--- src/design/rcst_pkg.sv ---
// Package: offsets, fields, codes and timing for the self-test controller
package rcst_pkg;
    // ******************************
    // Register byte offsets
    // ******************************
    localparam logic [7:0] RCST_OFF_CTRL   = 8'h00;
    localparam logic [7:0] RCST_OFF_LOOP   = 8'h04;
    localparam logic [7:0] RCST_OFF_DIAG1  = 8'h08;
    localparam logic [7:0] RCST_OFF_TRIM   = 8'h0c;
    localparam logic [7:0] RCST_OFF_STAT   = 8'h10;
    localparam logic [7:0] RCST_OFF_SWDAC  = 8'h14;
    localparam logic [7:0] RCST_OFF_SWRES  = 8'h18;

    // ******************************
    // Field positions
    // ******************************
    localparam int RCST_CTRL_EXE    = 4;
    localparam int RCST_CTRL_CLR    = 5;
    localparam int RCST_CTRL_TH_LO  = 8;
    localparam int RCST_LOOP_FGD    = 0;
    localparam int RCST_LOOP_EIE    = 1;
    localparam int RCST_LOOP_UNITY  = 2;
    localparam int RCST_LOOP_RSA    = 3;
    localparam int RCST_LOOP_RSB    = 4;
    localparam int RCST_LOOP_XOS    = 5;
    localparam int RCST_LOOP_XAS    = 6;
    localparam int RCST_LOOP_XAC_LO = 8;
    localparam int RCST_LOOP_RC_LO  = 12;
    localparam int RCST_D1_SCT_LO   = 0;
    localparam int RCST_D1_EJP_LO   = 2;
    localparam int RCST_D1_SQCLR    = 4;
    localparam int RCST_D1_ERST     = 5;
    localparam int RCST_D1_SCRUN    = 8;
    localparam int RCST_TRIM_COS_LO = 16;
    localparam int RCST_ST_BUSY     = 0;
    localparam int RCST_ST_DONE     = 1;
    localparam int RCST_ST_PASS     = 2;
    localparam int RCST_ST_ERR      = 3;
    localparam int RCST_ST_LONG     = 4;
    localparam int RCST_ST_CODE_LO  = 8;
    localparam int RCST_SW_VALID    = 16;

    // ******************************
    // Reset values
    // ******************************
    localparam logic [31:0] RCST_LOOP_RST  = 32'h0000_4249;
    localparam logic [31:0] RCST_DIAG1_RST = 32'h0000_0000;

    // ******************************
    // Test codes
    // ******************************
    localparam logic [3:0] RCST_C_NONE   = 4'h0;
    localparam logic [3:0] RCST_C_RSV1   = 4'h1;
    localparam logic [3:0] RCST_C_SQLO   = 4'h2;
    localparam logic [3:0] RCST_C_SQHI   = 4'h3;
    localparam logic [3:0] RCST_C_ADC    = 4'h4;
    localparam logic [3:0] RCST_C_ANG0   = 4'h5;
    localparam logic [3:0] RCST_C_ANG45  = 4'h6;
    localparam logic [3:0] RCST_C_ANG270 = 4'h7;
    localparam logic [3:0] RCST_C_RSV8   = 4'h8;
    localparam logic [3:0] RCST_C_SIGE   = 4'h9;
    localparam logic [3:0] RCST_C_DISC   = 4'ha;
    localparam logic [3:0] RCST_C_DISS   = 4'hb;
    localparam logic [3:0] RCST_C_CONV   = 4'hc;
    localparam logic [3:0] RCST_C_PSHT   = 4'hd;
    localparam logic [3:0] RCST_C_GSHT   = 4'he;
    localparam logic [3:0] RCST_C_RSVF   = 4'hf;

    // ******************************
    // Timing
    // ******************************
    localparam longint RCST_CLK_HZ    = 200_000_000;
    localparam longint RCST_LONG_US   = 10_000;
    localparam longint RCST_SHORT_US  = 78;
    localparam int     RCST_LONG_CYC  = int'(RCST_LONG_US * RCST_CLK_HZ / 1_000_000);
    localparam int     RCST_SHORT_CYC = int'(RCST_SHORT_US * RCST_CLK_HZ / 1_000_000);
    localparam int     RCST_ADC_STEPS = 3;
    localparam int     RCST_SWADC_CYC = 16;
endpackage

--- src/design/rcst_adc_judge.sv ---
// ADC self-test judge: three references, each against a threshold
`timescale 1ns/1ps
`default_nettype none
module rcst_adc_judge (
    input  wire logic        i_mclk,
    input  wire logic        i_rst,
    input  wire logic        i_start,
    input  wire logic [1:0]  i_thresh,
    input  wire logic [11:0] i_sample,
    input  wire logic        i_sample_vld,
    output logic [1:0]       o_ref_sel,
    output logic             o_done,
    output logic             o_pass
);
    import rcst_pkg::*;

    // Ideal codes of 1 V, 2.5 V, 4 V on a 5 V, 12-bit scale
    localparam logic [11:0] REF_1V  = 12'h333;
    localparam logic [11:0] REF_25V = 12'h800;
    localparam logic [11:0] REF_4V  = 12'hccc;

    logic [1:0]  step_q;
    logic        run_q;
    logic        ok_q;
    logic [11:0] ideal;
    logic [11:0] diff;
    logic [11:0] tol;
    logic        in_tol;

    assign ideal  = (step_q == 2'd0) ? REF_1V : (step_q == 2'd1) ? REF_25V : REF_4V;
    assign diff   = (i_sample > ideal) ? i_sample - ideal : ideal - i_sample;
    // Threshold setting picks a window of 8, 16, 32 or 64 LSB
    assign tol    = 12'h008 << i_thresh;
    assign in_tol = (diff <= tol);

    // [RL4] References in order
    always_ff @(posedge i_mclk) begin
        if (i_rst) begin
            step_q    <= 2'd0;
            run_q     <= 1'b0;
            ok_q      <= 1'b0;
            o_done    <= 1'b0;
            o_pass    <= 1'b0;
            o_ref_sel <= 2'd0;
        end else begin
            o_done <= 1'b0;
            if (i_start) begin
                step_q    <= 2'd0;
                run_q     <= 1'b1;
                ok_q      <= 1'b1;
                o_ref_sel <= 2'd0;
            end else if (run_q && i_sample_vld) begin
                if (step_q == 2'(RCST_ADC_STEPS - 1)) begin
                    run_q  <= 1'b0;
                    o_done <= 1'b1;
                    o_pass <= ok_q & in_tol;
                end else begin
                    ok_q      <= ok_q & in_tol;
                    step_q    <= step_q + 2'd1;
                    o_ref_sel <= step_q + 2'd1;
                end
            end
        end
    end
endmodule
`default_nettype wire

--- src/design/rcst_top.sv ---
// Self-test controller of the resolver converter, APB slave
//
// Contract
// [RL1] Code zero makes execute ineffective
// [RL2] Software never writes reserved codes
// [RL3] Codes 2/3 run sum-of-squares low/high
// [RL4] Code 4 runs ADC test, three references
// [RL5] Codes 5-7 run angle test 0/45/270
// [RL6] Codes 9-b signal error and disconnection
// [RL7] Codes c-e conversion, power, ground short
// [RL8] Outputs follow stimulus; error irq possible
// [RL9] Long tests power-up only, 10 ms
// [RL10] Short tests keep angle tracking
// [RL11] Long and short class membership
// [RL12] Long tests before short at power-up
// [RL13] Software enables forced gain, irq off
// [RL14] Software sets short check timing 00
// [RL15] Software polls short-check-running flag
// [RL16] Software zeroes both angle trims
// [RL17] Software sets judge period to 10
// [RL18] Software restores default gain, amplitude
// [RL19] Software clears sum-of-squares counter first
// [RL20] Clear writes reset result, error, counter
// [RL21] Software restores changed settings afterwards
// [RL22] CPU DAC code converted and returned
// [RL23] Execute with valid code starts it
//
// Implementation choices: register access over APB and the placing of the registers.
`timescale 1ns/1ps
`default_nettype none
module rcst_top #(
    parameter int LONG_CYC  = rcst_pkg::RCST_LONG_CYC,
    parameter int SHORT_CYC = rcst_pkg::RCST_SHORT_CYC
) (
    input  wire logic        i_mclk,
    input  wire logic        i_rst,
    input  wire logic        i_psel,
    input  wire logic        i_penable,
    input  wire logic        i_pwrite,
    input  wire logic [7:0]  i_paddr,
    input  wire logic [31:0] i_pwdata,
    output logic [31:0]      o_prdata,
    output logic             o_pready,
    output logic             o_pslverr,
    input  wire logic        i_core_fail,
    input  wire logic        i_short_run,
    input  wire logic [11:0] i_adc_result,
    input  wire logic        i_adc_valid,
    output logic [3:0]       o_stim_sel,
    output logic             o_stim_on,
    output logic             o_track_hold,
    output logic [1:0]       o_adc_ref_sel,
    output logic             o_adc_conv,
    output logic [11:0]      o_adc_dac_code,
    output logic             o_forced_gain_disable,
    output logic             o_error_irq_enable,
    output logic             o_sumsq_count_clear,
    output logic             o_error_signal_reset,
    output logic [1:0]       o_short_check_timing,
    output logic [1:0]       o_error_judge_period,
    output logic [23:0]      o_angle_trim,
    output logic [11:0]      o_gain_amp_sel
);
    import rcst_pkg::*;

    typedef enum logic [1:0] {RCST_IDLE, RCST_RUN, RCST_SWCONV} rcst_state_t;

    // ************************************************
    // Code classification
    // ************************************************
    function automatic logic rcst_is_long(input logic [3:0] c);
        // [RL11] Class membership
        rcst_is_long = (c == RCST_C_ANG0) || (c == RCST_C_ANG45) ||
                       (c == RCST_C_ANG270) || (c == RCST_C_CONV);
    endfunction

    function automatic logic rcst_is_legal(input logic [3:0] c);
        // [RL1] Zero and reserved codes never start
        rcst_is_legal = (c != RCST_C_NONE) && (c != RCST_C_RSV1) &&
                        (c != RCST_C_RSV8) && (c != RCST_C_RSVF);
    endfunction

    // ************************************************
    // Registers
    // ************************************************
    rcst_state_t  state_q;
    logic [3:0]   code_q;
    logic [1:0]   thr_q;
    logic [31:0]  loop_q;
    logic [31:0]  diag_q;
    logic [23:0]  trim_q;
    logic [11:0]  dac_q;
    logic [11:0]  swres_q;
    logic         swvld_q;
    logic [3:0]   run_code_q;
    logic         busy_q;
    logic         done_q;
    logic         pass_q;
    logic         err_q;
    logic [31:0]  cnt_q;
    logic [4:0]   swcnt_q;
    logic         srun_m_q;
    logic         srun_q;
    logic         fail_m_q;
    logic         fail_q;

    // ************************************************
    // Bus decode
    // ************************************************
    wire        acc      = i_psel & i_penable;
    wire        wr       = acc & i_pwrite;
    wire        hit_ctrl = (i_paddr == RCST_OFF_CTRL);
    wire        hit_loop = (i_paddr == RCST_OFF_LOOP);
    wire        hit_d1   = (i_paddr == RCST_OFF_DIAG1);
    wire        hit_trim = (i_paddr == RCST_OFF_TRIM);
    wire        hit_stat = (i_paddr == RCST_OFF_STAT);
    wire        hit_swd  = (i_paddr == RCST_OFF_SWDAC);
    wire        hit_swr  = (i_paddr == RCST_OFF_SWRES);
    wire        mapped   = hit_ctrl | hit_loop | hit_d1 | hit_trim | hit_stat | hit_swd | hit_swr;
    wire        wr_ctrl  = wr & hit_ctrl;
    wire [3:0]  wr_code  = i_pwdata[3:0];
    // [RL23] Start on execute with permitted code
    wire        start    = wr_ctrl & i_pwdata[RCST_CTRL_EXE] & rcst_is_legal(wr_code) &
                           (state_q == RCST_IDLE);
    // [RL20] Clear requests
    wire        clr_res  = wr_ctrl & i_pwdata[RCST_CTRL_CLR];
    wire        clr_err  = wr & hit_d1 & i_pwdata[RCST_D1_ERST];
    wire        clr_sq   = wr & hit_d1 & i_pwdata[RCST_D1_SQCLR];
    wire        sw_start = wr & hit_swd & (state_q == RCST_IDLE);
    wire        is_adc   = (run_code_q == RCST_C_ADC);
    wire [31:0] run_len  = rcst_is_long(run_code_q) ? LONG_CYC : SHORT_CYC;
    wire        timed_end = (state_q == RCST_RUN) && !is_adc && (cnt_q >= run_len - 1);
    wire [1:0]  adc_ref;
    wire        adc_done;
    wire        adc_pass;
    wire        test_end = timed_end | ((state_q == RCST_RUN) && is_adc && adc_done);
    wire        end_pass = is_adc ? adc_pass : !fail_q;

    wire [31:0] ctrl_rd = {22'h0, thr_q, 4'h0, code_q};
    wire [31:0] d1_rd   = {23'h0, srun_q, 2'h0, 2'h0, diag_q[3:0]};
    wire [31:0] stat_rd = {20'h0, run_code_q, 3'h0, rcst_is_long(run_code_q),
                           err_q, pass_q, done_q, busy_q};
    wire [31:0] swr_rd  = {15'h0, swvld_q, 4'h0, swres_q};
    wire [31:0] rd_mux  = hit_ctrl ? ctrl_rd :
                          hit_loop ? loop_q :
                          hit_d1   ? d1_rd :
                          hit_trim ? {8'h0, trim_q} :
                          hit_stat ? stat_rd :
                          hit_swd  ? {20'h0, dac_q} :
                          hit_swr  ? swr_rd : 32'h0;

    // ************************************************
    // Synchronisers
    // ************************************************
    always_ff @(posedge i_mclk) begin
        if (i_rst) begin
            srun_m_q <= 1'b0;
            srun_q   <= 1'b0;
            fail_m_q <= 1'b0;
            fail_q   <= 1'b0;
        end else begin
            srun_m_q <= i_short_run;
            srun_q   <= srun_m_q;
            fail_m_q <= i_core_fail;
            fail_q   <= fail_m_q;
        end
    end

    // ************************************************
    // APB slave, no wait states
    // ************************************************
    always_ff @(posedge i_mclk) begin
        if (i_rst) begin
            o_pready  <= 1'b0;
            o_pslverr <= 1'b0;
            o_prdata  <= 32'h0;
        end else begin
            o_pready  <= i_psel & ~i_penable;
            o_pslverr <= i_psel & ~i_penable & ~mapped;
            o_prdata  <= (i_psel & ~i_penable & ~i_pwrite) ? rd_mux : 32'h0;
        end
    end

    // Writes land only in the access cycle with pready high
    wire wtk = wr & o_pready;

    always_ff @(posedge i_mclk) begin
        if (i_rst) begin
            code_q <= RCST_C_NONE;
            thr_q  <= 2'd0;
            loop_q <= RCST_LOOP_RST;
            diag_q <= RCST_DIAG1_RST;
            trim_q <= 24'h0;
            dac_q  <= 12'h0;
        end else if (wtk) begin
            if (hit_ctrl) begin
                code_q <= wr_code;
                thr_q  <= i_pwdata[RCST_CTRL_TH_LO +: 2];
            end
            if (hit_loop) begin
                loop_q <= {16'h0, i_pwdata[15:0]};
            end
            if (hit_d1) begin
                // Clear bits self-reset, not stored
                diag_q <= {28'h0, i_pwdata[3:0]};
            end
            if (hit_trim) begin
                trim_q <= i_pwdata[23:0];
            end
            if (hit_swd) begin
                dac_q <= i_pwdata[11:0];
            end
        end
    end

    // ************************************************
    // Test sequencer
    // ************************************************
    always_ff @(posedge i_mclk) begin
        if (i_rst) begin
            state_q    <= RCST_IDLE;
            run_code_q <= RCST_C_NONE;
            busy_q     <= 1'b0;
            done_q     <= 1'b0;
            pass_q     <= 1'b0;
            err_q      <= 1'b0;
            cnt_q      <= 32'h0;
            swcnt_q    <= 5'h0;
            swres_q    <= 12'h0;
            swvld_q    <= 1'b0;
        end else begin
            case (state_q)
                RCST_IDLE: begin
                    if (start & wtk) begin
                        // [RL3] [RL5] [RL6] [RL7] Code latched selects stimulus
                        run_code_q <= wr_code;
                        busy_q     <= 1'b1;
                        done_q     <= 1'b0;
                        cnt_q      <= 32'h0;
                        state_q    <= RCST_RUN;
                    end else if (sw_start & wtk) begin
                        swvld_q <= 1'b0;
                        swcnt_q <= 5'h0;
                        state_q <= RCST_SWCONV;
                    end
                end
                RCST_RUN: begin
                    cnt_q <= cnt_q + 32'h1;
                    // [RL9] Long test bounded at 10 ms
                    if (test_end) begin
                        busy_q  <= 1'b0;
                        done_q  <= 1'b1;
                        pass_q  <= end_pass;
                        state_q <= RCST_IDLE;
                    end
                end
                RCST_SWCONV: begin
                    swcnt_q <= swcnt_q + 5'h1;
                    // [RL22] Result of CPU code conversion
                    if (i_adc_valid && swcnt_q != 5'h0) begin
                        swres_q <= i_adc_result;
                        swvld_q <= 1'b1;
                        state_q <= RCST_IDLE;
                    end
                end
                default: state_q <= RCST_IDLE;
            endcase
            // [RL23] Result stands until cleared or a new test starts; set wins
            if (clr_res & wtk & ~test_end) begin
                done_q <= 1'b0;
                pass_q <= 1'b0;
            end
            // [RL8] Error seen during stimulus is sticky
            if (busy_q & fail_q) begin
                err_q <= 1'b1;
            end else if (clr_err & wtk) begin
                err_q <= 1'b0;
            end
        end
    end

    rcst_adc_judge rcst_adc_judge_inst (
        .i_mclk       (i_mclk),
        .i_rst        (i_rst),
        .i_start      (start & wtk & (wr_code == RCST_C_ADC)),
        .i_thresh     (thr_q),
        .i_sample     (i_adc_result),
        .i_sample_vld (i_adc_valid & (state_q == RCST_RUN)),
        .o_ref_sel    (adc_ref),
        .o_done       (adc_done),
        .o_pass       (adc_pass)
    );

    // ************************************************
    // Outputs to the converter core
    // ************************************************
    always_ff @(posedge i_mclk) begin
        if (i_rst) begin
            o_stim_sel            <= RCST_C_NONE;
            o_stim_on             <= 1'b0;
            o_track_hold          <= 1'b0;
            o_adc_ref_sel         <= 2'd0;
            o_adc_conv            <= 1'b0;
            o_adc_dac_code        <= 12'h0;
            o_forced_gain_disable <= 1'b0;
            o_error_irq_enable    <= 1'b0;
            o_sumsq_count_clear   <= 1'b0;
            o_error_signal_reset  <= 1'b0;
            o_short_check_timing  <= 2'd0;
            o_error_judge_period  <= 2'd0;
            o_angle_trim          <= 24'h0;
            o_gain_amp_sel        <= 12'h0;
        end else begin
            o_stim_sel <= (state_q == RCST_RUN) ? run_code_q : RCST_C_NONE;
            o_stim_on  <= (state_q == RCST_RUN) & ~test_end;
            // [RL10] Only long tests take the angle path
            o_track_hold <= (state_q == RCST_RUN) & ~test_end & rcst_is_long(run_code_q);
            // Judge reference index mirrored from sample count
            o_adc_ref_sel  <= (state_q == RCST_RUN && is_adc) ? adc_ref : 2'd0;
            o_adc_conv     <= (state_q == RCST_SWCONV) & (swcnt_q == 5'h0);
            o_adc_dac_code <= dac_q;
            o_forced_gain_disable <= loop_q[RCST_LOOP_FGD];
            o_error_irq_enable    <= loop_q[RCST_LOOP_EIE];
            // [RL20] Clear pulses to core
            o_sumsq_count_clear   <= clr_sq & wtk;
            o_error_signal_reset  <= clr_err & wtk;
            o_short_check_timing  <= diag_q[RCST_D1_SCT_LO +: 2];
            o_error_judge_period  <= diag_q[RCST_D1_EJP_LO +: 2];
            o_angle_trim          <= trim_q;
            o_gain_amp_sel        <= loop_q[11:0];
        end
    end

    // ************************************************
    // Checks
    // ************************************************
    property p_zero_no_start; // [RL1]
        @(posedge i_mclk) disable iff (i_rst)
        (state_q == RCST_IDLE && wtk && hit_ctrl && i_pwdata[3:0] == 4'h0)
            |=> (state_q != RCST_RUN);
    endproperty
    a_zero_no_start: assert property (p_zero_no_start) else $error("zero code started test");

    property p_start_code; // [RL23]
        @(posedge i_mclk) disable iff (i_rst)
        (start && wtk) |=> (state_q == RCST_RUN && run_code_q == $past(i_pwdata[3:0]) && busy_q);
    endproperty
    a_start_code: assert property (p_start_code) else $error("test did not start with code");

    property p_stim; // [RL3]
        @(posedge i_mclk) disable iff (i_rst)
        (state_q == RCST_RUN && !test_end) |=> (o_stim_on && o_stim_sel == $past(run_code_q));
    endproperty
    a_stim: assert property (p_stim) else $error("stimulus not driven");

    property p_track; // [RL10]
        @(posedge i_mclk) disable iff (i_rst)
        (state_q == RCST_RUN && !rcst_is_long(run_code_q)) |=> !o_track_hold;
    endproperty
    a_track: assert property (p_track) else $error("short test held tracking");

    property p_class; // [RL11]
        @(posedge i_mclk) disable iff (i_rst)
        (state_q == RCST_RUN && run_code_q == RCST_C_CONV && !test_end) |=> o_track_hold;
    endproperty
    a_class: assert property (p_class) else $error("conversion test not long");

    property p_done_hold; // [RL23]
        @(posedge i_mclk) disable iff (i_rst)
        (done_q && !(clr_res && wtk) && !(start && wtk)) |=> done_q;
    endproperty
    a_done_hold: assert property (p_done_hold) else $error("result lost before clear");

    property p_clear; // [RL20]
        @(posedge i_mclk) disable iff (i_rst)
        (clr_sq && wtk) |=> o_sumsq_count_clear ##1 !o_sumsq_count_clear;
    endproperty
    a_clear: assert property (p_clear) else $error("counter clear pulse wrong");

    property p_sw; // [RL22]
        @(posedge i_mclk) disable iff (i_rst)
        (sw_start && wtk) |=> (state_q == RCST_SWCONV) ##1 o_adc_conv;
    endproperty
    a_sw: assert property (p_sw) else $error("software conversion not launched");

    property p_err; // [RL8]
        @(posedge i_mclk) disable iff (i_rst)
        (busy_q && fail_q) |=> err_q [*2];
    endproperty
    a_err: assert property (p_err) else $error("error flag not sticky");
endmodule
`default_nettype wire

--- config.mk ---
export PLATFORM = sky130hd
export DESIGN_NAME = rcst_top
export DESIGN_NICKNAME = d
export VERILOG_FILES = /design/src/design/rcst_pkg.sv /design/src/design/rcst_adc_judge.sv /design/src/design/rcst_top.sv
export SDC_FILE = /design/constraint.sdc
export NUM_CORES = 1
export LEC_CHECK = 0
export BUFFER_PORTS_ARGS = -buffer_cell sky130_fd_sc_hd__buf_4
export CAP_MARGIN = 20
export CORE_ASPECT_RATIO = 1.1
export CORE_MARGIN = 3
export CORE_UTILIZATION = 30
export CTS_BUF_LIST = sky130_fd_sc_hd__clkbuf_8
export DETAILED_ROUTE_END_ITERATION = 8
export GPL_TIMING_DRIVEN = 0
export PLACE_DENSITY = 0.51
export SKIP_LAST_GASP = 1
export SYNTH_ARGS = -nofsm -noshare
export SYNTH_HDL_FRONTEND = slang
export SYNTH_SLANG_ARGS = --single-unit
--- constraint.sdc ---
create_clock -name i_mclk -period 4.68 [get_ports i_mclk]
set_input_delay 0.234 -clock i_mclk [delete_from_list [all_inputs] [get_ports i_mclk]]
set_output_delay 0.234 -clock i_mclk [all_outputs]
set_load 0.03 [all_outputs]
== After elaboration in Yosys (flattened, before gate mapping) ==
Index checks and enable logic that the tools add are counted.

* Add/subtract/negate cells: 6
* Bitwise logic cells: 46
* Mux-type cells: 41
* Magnitude comparators: 3
* Equal/unequal tests: 26
* Shift-type cells: 1
* Reduce and logical (&&, ||, !) cells: 49

{| class="wikitable"
|+ Operators with widths
! kind !! number
|-
| 24-bit 2-to-1 mux || 3
|-
| 32-bit case mux with 2 select lines || 1
|-
| 17-bit 2-to-1 mux || 3
|-
| 32-bit by 1-bit adder with 32-bit output (second input constant) || 1
|-
| 32-bit >= comparator || 1
|-
| 32-bit 2-to-1 mux || 1
|-
| 1-bit bitwise AND || 29
|-
| 8-bit by 5-bit == test with 1-bit output (second input constant) || 3
|-
| 12-bit 2-to-1 mux || 2
|-
| 2-bit AND reduction || 12
|-
| 12-bit subtractor || 2
|-
| 21-bit by 1-bit subtractor with 22-bit output (second input constant) || 1
|-
| 21-bit 2-to-1 mux || 1
|-
| 4-bit by 3-bit == test with 1-bit output (second input constant) || 5
|-
| 1-bit 2-to-1 mux || 17
|-
| 8-bit by 4-bit == test with 1-bit output (second input constant) || 2
|-
| 12-bit greater-than comparator || 1
|-
| 12-bit less-or-equal comparator || 1
|-
| 3-bit AND reduction || 4
|-
| 4-bit by 2-bit left shift with 12-bit output (first input constant) || 1
|-
| 11-bit 2-to-1 mux || 1
|-
| 10-bit 2-to-1 mux || 1
|-
| 5-bit 2-to-1 mux || 2
|-
| 1-bit inverter || 10
|-
| other kinds (28) || 67
|}

* Input bits: 60
* Output and inout port bits: 99
* Logic and storage cells: 215
* Register bits: 223

== Logic depth before layout (Yosys ltp) ==
* Depth after elaboration: 12
* Gate-level depth with buffers: 22
* Depth with buffers taken out: 21

== Cells and area by module ==
Synthesis repeated with hierarchy kept, for this count alone.

* Cells, all modules: 1124
* Area total of the unflattened synthesis: 9721.8 um2

{| class="wikitable"
|+ By module, submodules not included
! module !! sequential area each (um2) !! instances !! cells each !! area each (um2)
|-
| rcst_top || 4304.1 || 1 || 956 || 8375.5
|-
| rcst_adc_judge || 120.1 || 1 || 168 || 1346.3
|}

== Least setup slack after synthesis ==
OpenSTA, ideal clock, no wires.

* Path kind: reg2reg
* Start point: reg rcst_adc_judge_inst.step_q[0]
* End point: reg rcst_adc_judge_inst.o_pass
* Arrival time: 4532 ps
* Buffers on the path: 1
* Stages on the path, launching flop included: 22
* Period minus slack after synthesis: 4606 ps
* Required time: 4606 ps
* Path slack: 74 ps
* Library setup time: 74 ps
* Cells stage by stage: dfxtp_1 > inv_1 > ha_1 > or2_2 > inv_1 > ha_1 > inv_1 > or3_1 > or4_1 > buf_2 > nand2_4 > mux2i_1 > a2111o_1 > o311ai_0 > ha_1 > nand4_1 > or2_2 > nor3b_1 > o211ai_1 > nand3_1 > nand2b_1 > o21ai_0

* Cells in the longest elaborated chain, start to end: 7
* Elaborated cells between the ends (all ways): 12
* Those cells by class: add/sub (2); order compare (2); eq/ne (2); mux (3); bitwise (1); reduce/logical (2)

{| class="wikitable"
|+ Ends and longest elaborated chain
! what !! RTL line !! source
|-
| start, declared || rcst_adc_judge.sv:22 || <nowiki>logic [1:0] step_q;</nowiki>
|-
| start signal, assigned || rcst_adc_judge.sv:59 || <nowiki>step_q <= step_q + 2'd1;</nowiki>
|-
| 2-bit by 1-bit == test with 1-bit output || rcst_adc_judge.sv:30 || <nowiki>assign ideal = (step_q == 2'd0) ? REF_1V : (step_q == 2'd1) ? REF_25V : REF_4V;</nowiki>
|-
| 11-bit 2-to-1 mux || rcst_adc_judge.sv:30 ||
|-
| 12-bit 2-to-1 mux || rcst_adc_judge.sv:30 ||
|-
| 12-bit subtractor or 12-bit greater-than comparator (tied branches) || rcst_adc_judge.sv:31 || <nowiki>assign diff = (i_sample > ideal) ? i_sample - ideal : ideal - i_sample;</nowiki>
|-
| 12-bit 2-to-1 mux || rcst_adc_judge.sv:31 ||
|-
| 12-bit less-or-equal comparator || rcst_adc_judge.sv:34 || <nowiki>assign in_tol = (diff <= tol);</nowiki>
|-
| 1-bit bitwise AND || rcst_adc_judge.sv:56 || <nowiki>o_pass <= ok_q & in_tol;</nowiki>
|-
| end signal, assigned || rcst_adc_judge.sv:56 ||
|-
| end, declared || rcst_adc_judge.sv:13 || <nowiki>output logic o_pass</nowiki>
|}

Several ways; a longest one is shown, not always the timed one.
A chain may end at the register's enable or synchronous reset.

== Worst setup path in the final report ==
* Start point: reg rcst_adc_judge_inst.step_q[1]
* End point: reg rcst_adc_judge_inst.o_pass

The elaborated chain is that of the path after synthesis.

==> flow_metrics.tcl <==
set metrics [dict create \
    run_status "finished, final reports clean" \
    detailedPlace.worstSlack_ns -1.07 \
    final_max_slew_viol_count 0 \
    setup.reg_to_reg.worst_slack_ns 0.30 \
    timing.clock.skew_ns 0.0238 \
    synth_warnings 0 \
    global_route.usage.met1 0.233 \
    synthMuxAreaShare 0.0327 \
    dpl_cell_area_mm2 0.0113 \
    clk_pin_slew_worst_paths_ns 0.06 \
    p_sw_frac 0.239 \
    avgSynthCellArea_um2 8.66 \
    p_per_area_mw_per_mm2 307 \
    post_synth_fa_ha_maj_area_fraction 0.0489 \
    met3_usage 0.0281 \
    power.share.clock 0.437 \
    fill_cells 3310 \
    place.gp.congestion 0.885 \
    rr_startpoint "rcst_adc_judge_inst.step_q[1]" \
    final_critical_path_setup_slack_ns 0.299 \
    wl_per_cell_um 17.6 \
    cp.required_ns 5.13 \
    1st_pass_router_iterations 6 \
    ioPinCount 159 \
    floorplan.initialDensity 0.307 \
    multi_input_area_mm2 0.00505 \
    finalHoldViolations 0 \
    cts_tree "done" \
    fmax_ghz 0.228 \
    worstHoldPathCells 4 \
    holdCritStartpoint "i_adc_valid" \
    final-seq-area_mm2 0.00443 \
    synth_edf_count 0 \
    detail_route.vias_per_cell 4.96 \
    worst_slew_pin_slew_ns 0.827 \
    max-slew-margin-rel 0.441 \
    clk_root_buffer_cell "sky130_fd_sc_hd__clkbuf_8" \
    syn_area_mm2 0.00973 \
    p_int_mw 2.93 \
    crit-reg2reg-capture "rcst_adc_judge_inst.o_pass" \
    hold_end "rcst_adc_judge_inst.run_q" \
    routed_vias 8853 \
    synthesis.instances 1123 \
    xor_and_xnor_area_share_after_synthesis 0.0108 \
    max_cap_violations 0 \
    r2r.worst_path.cells 21 \
    post_route_cells_drive_above_1_share 0.195 \
    synth.lib_cells_used.distinct 75 \
    grt_setup_unrepaired "no" \
    placement.io_buffers 137 \
    grt_pass1_vias 8446 \
    grt_start_max_net_pins 11 \
    synth_compound_area_frac 0.162 \
    period_share 0.936 \
    vdd.ir_drop.worst_v 0.000110 \
    pwr-share-seq 0.490 \
    route.detailed.drc 0 \
    cts.path.max_buffers 3 \
    design.die.area_mm2 0.0346 \
    detailedRoute.firstIterationViolations 629 \
    setup_total_negative_slack_ns 0 \
    die_width_um 178 \
    global_route.peak_usage_layer "met2" \
    cts_max_level 2 \
    final_cell_area_mm2 0.0125 \
    yosysSeqAreaShare 0.455 \
    critical_path_peak_fanout 8 \
    number_of_cells_in_the_finished_layout_apart_from_fillers 1786 \
    grt_first_pass_wirelength_mm 47.7 \
    timing_worst_setup_path_type "reg2reg" \
    core_area_mm2 0.0317 \
    p_leak_nw 5.02 \
    globalRouteMet2Util 0.287 \
    synth_top_family_by_area "simple AND/OR/NAND/NOR gates" \
    ys_ff_latch 221 \
    min-delay-path-class "in2reg" \
    postRouteAntennaNets 0 \
    power_switching_mw 0.920 \
    global_route.usage.total 0.176 \
    post_synth_and_or_nand_nor_area_fraction 0.249 \
    antenna-diode-count 0 \
    grt_overflow_total 0 \
    detailedPlacementHpwl_mm 23.4 \
    worstSkewPairLatency_ns 0.53 \
    postSynth.asyncResetShare 0 \
    period_minus_slack_ns 4.38 \
    die_h_um 195 \
    dp.cells 1687 \
    utilization 0.396 \
    cts_buffers 36 \
    finish.net_count 1441 \
    power.share.combinational 0.073 \
    synthToLayoutAreaGrowth_pct 28.9 \
    setup_viol 0 \
    critPathCaptureType "flop" \
    crit_path_start_kind "flop" \
    critPathArrivalTime_ns 4.83 \
    cts_num_sinks 221 \
    floorplan.rows 68 \
    synth_ff_type "sky130_fd_sc_hd__dfxtp_1" \
    postRouteWirelength_mm 31.3 \
    grt_antenna_before_repair 0 \
]
per-stage QoR:
stage | hold WS, ns | power, mW
after floorplan | 0.356 | 2.07
after global placement | 0.421 | 2.17
after detailed placement | 0.431 | 2.17
after CTS | 0.0245 | 3.89
after global routing | 0.0646 | 4.00
final | 0.0663 | 3.85
final cells by class:
class / count / area share
inverter: 30 / 0.00968
buffer: 59 / 0.0230
clock inverter: 15 / 0.00689
clock buffer: 46 / 0.0505
sequential: 221 / 0.353
multi-input combinational: 817 / 0.403
tap: 420 / 0.0419
timing repair buffer: 178 / 0.112
layout by cell type (no fill, tap or decap), types with 15 or more instances in the layout:
| master | netlist | routed |
|---|---|---|
| sky130_fd_sc_hd__dfxtp_1 | 221 | 219 |
| sky130_fd_sc_hd__o22a_1 | 16 | 16 |
| sky130_fd_sc_hd__dlygate4sd3_1 | 0 | 30 |
| sky130_fd_sc_hd__a21oi_1 | 104 | 103 |
| sky130_fd_sc_hd__o21ai_0 | 22 | 21 |
| sky130_fd_sc_hd__nor2_1 | 97 | 97 |
| sky130_fd_sc_hd__nand2_1 | 146 | 146 |
| sky130_fd_sc_hd__ha_1 | 38 | 34 |
| sky130_fd_sc_hd__clkbuf_8 | 0 | 46 |
| sky130_fd_sc_hd__mux2i_1 | 25 | 23 |
| sky130_fd_sc_hd__inv_1 | 29 | 35 |
| sky130_fd_sc_hd__buf_4 | 10 | 157 |
| sky130_fd_sc_hd__nand4_1 | 15 | 15 |
| sky130_fd_sc_hd__or2_2 | 18 | 16 |
| sky130_fd_sc_hd__clkbuf_1 | 43 | 39 |
| sky130_fd_sc_hd__nor2b_1 | 68 | 68 |
| sky130_fd_sc_hd__nor3_1 | 17 | 17 |
| sky130_fd_sc_hd__nand3_1 | 55 | 55 |
flip-flops by register name, indices dropped and copies added (netlist names), 5 cells and up:
register / flops
o_gain_amp_sel: 12
cnt_q: 32
o_prdata: 24
loop_q: 16
o_angle_trim: 24
swres_q: 12
trim_q: 24
o_adc_dac_code: 12
dac_q: 12
swcnt_q: 5
worst max-delay path, stage by stage (launching register included):
cell and delay, ns:
sky130_fd_sc_hd__dfxtp_2 0.36, sky130_fd_sc_hd__inv_2 0.07, sky130_fd_sc_hd__ha_1 0.19, sky130_fd_sc_hd__or2_4 0.29, sky130_fd_sc_hd__inv_6 0.10, sky130_fd_sc_hd__ha_4 0.17
sky130_fd_sc_hd__clkinvlp_4 0.10, sky130_fd_sc_hd__or3_4 0.42, sky130_fd_sc_hd__or4_1 0.55, sky130_fd_sc_hd__buf_6 0.17, sky130_fd_sc_hd__nand2_8 0.08, sky130_fd_sc_hd__mux2i_4 0.24
sky130_fd_sc_hd__mux2i_1 0.20, sky130_fd_sc_hd__o311ai_1 0.13, sky130_fd_sc_hd__ha_1 0.31, sky130_fd_sc_hd__nand4_1 0.10, sky130_fd_sc_hd__or2_4 0.25, sky130_fd_sc_hd__nor3b_2 0.16
sky130_fd_sc_hd__o211ai_1 0.11, sky130_fd_sc_hd__nand3_1 0.14, sky130_fd_sc_hd__nand2b_1 0.06, sky130_fd_sc_hd__o21ai_0 0.12
cells in the mapped netlist, types with 7 or more instances:
master	n	share of area
sky130_fd_sc_hd__dfxtp_1	221	0.45
sky130_fd_sc_hd__nand2_1	146	0.056
sky130_fd_sc_hd__a21oi_1	104	0.054
sky130_fd_sc_hd__nor2_1	97	0.037
sky130_fd_sc_hd__nor2b_1	68	0.044
sky130_fd_sc_hd__nand3_1	55	0.028
sky130_fd_sc_hd__clkbuf_1	43	0.017
sky130_fd_sc_hd__ha_1	38	0.049
sky130_fd_sc_hd__inv_1	29	0.011
sky130_fd_sc_hd__mux2i_1	25	0.026
sky130_fd_sc_hd__o21ai_0	22	0.011
sky130_fd_sc_hd__or2_2	18	0.012
sky130_fd_sc_hd__nor3_1	17	0.0087
sky130_fd_sc_hd__o22a_1	16	0.014
sky130_fd_sc_hd__nand4_1	15	0.0096
sky130_fd_sc_hd__a22oi_1	12	0.0093
sky130_fd_sc_hd__and2_1	12	0.0077
sky130_fd_sc_hd__and3_1	12	0.0077
sky130_fd_sc_hd__nand2b_1	12	0.0077
sky130_fd_sc_hd__or3_1	11	0.0071
sky130_fd_sc_hd__buf_4	10	0.0077
sky130_fd_sc_hd__o211ai_1	8	0.0062
sky130_fd_sc_hd__xnor2_1	8	0.0072
sky130_fd_sc_hd__a211oi_1	7	0.0054
sky130_fd_sc_hd__a221o_1	7	0.0072
sky130_fd_sc_hd__a31oi_1	7	0.0045
how the worst max path moves through the flow:
stage	from	to	slack [ns]	cells after the start
floorplan	rcst_adc_judge_inst.step_q[0]	rcst_adc_judge_inst.o_pass	0.07	21
global placement	rcst_adc_judge_inst.step_q[0]	rcst_adc_judge_inst.o_pass	-1.09	22
detailed placement	rcst_adc_judge_inst.step_q[0]	rcst_adc_judge_inst.o_pass	-1.07	22
CTS	rcst_adc_judge_inst.step_q[0]	rcst_adc_judge_inst.o_pass	0.007	21
global route	rcst_adc_judge_inst.step_q[1]	rcst_adc_judge_inst.o_pass	0.04	21
finish	rcst_adc_judge_inst.step_q[1]	rcst_adc_judge_inst.o_pass	0.30	21
logic make-up after synthesis:
group                      Yosys count
other                                1
and+or+nand+nor                    489
muxes                               31
AOI/OAI and AO/OA                  239
adders and majority gates           38
buffers and inverters               92
DFF                                221
xor gates and xnor gates            12
per-layer routing:
metal  wire, µm  share of wire
met2      14400           0.46
met3       1720          0.055
met5          0              0
met4        894          0.029
met1      14300           0.46
power by group through the flow:
stage	clock network, mW	registers (mW)	logic, mW
final	1.68	1.89	0.282
after global routing	1.81	1.89	0.304
after CTS	1.73	1.89	0.274
after detailed placement	0	1.93	0.243
after global placement	0	1.93	0.244
after floorplan	0	1.93	0.135
what timing repair did:
action                                  CTS  global route
endpoints found under the hold margin    48             0
endpoints found under the setup margin    2             2
buffers inserted                          4             6
pin swaps                                 5             4
gates resized for setup                  22            12
hold buffers                             30             0
Power figures use the tool's default switching activity.
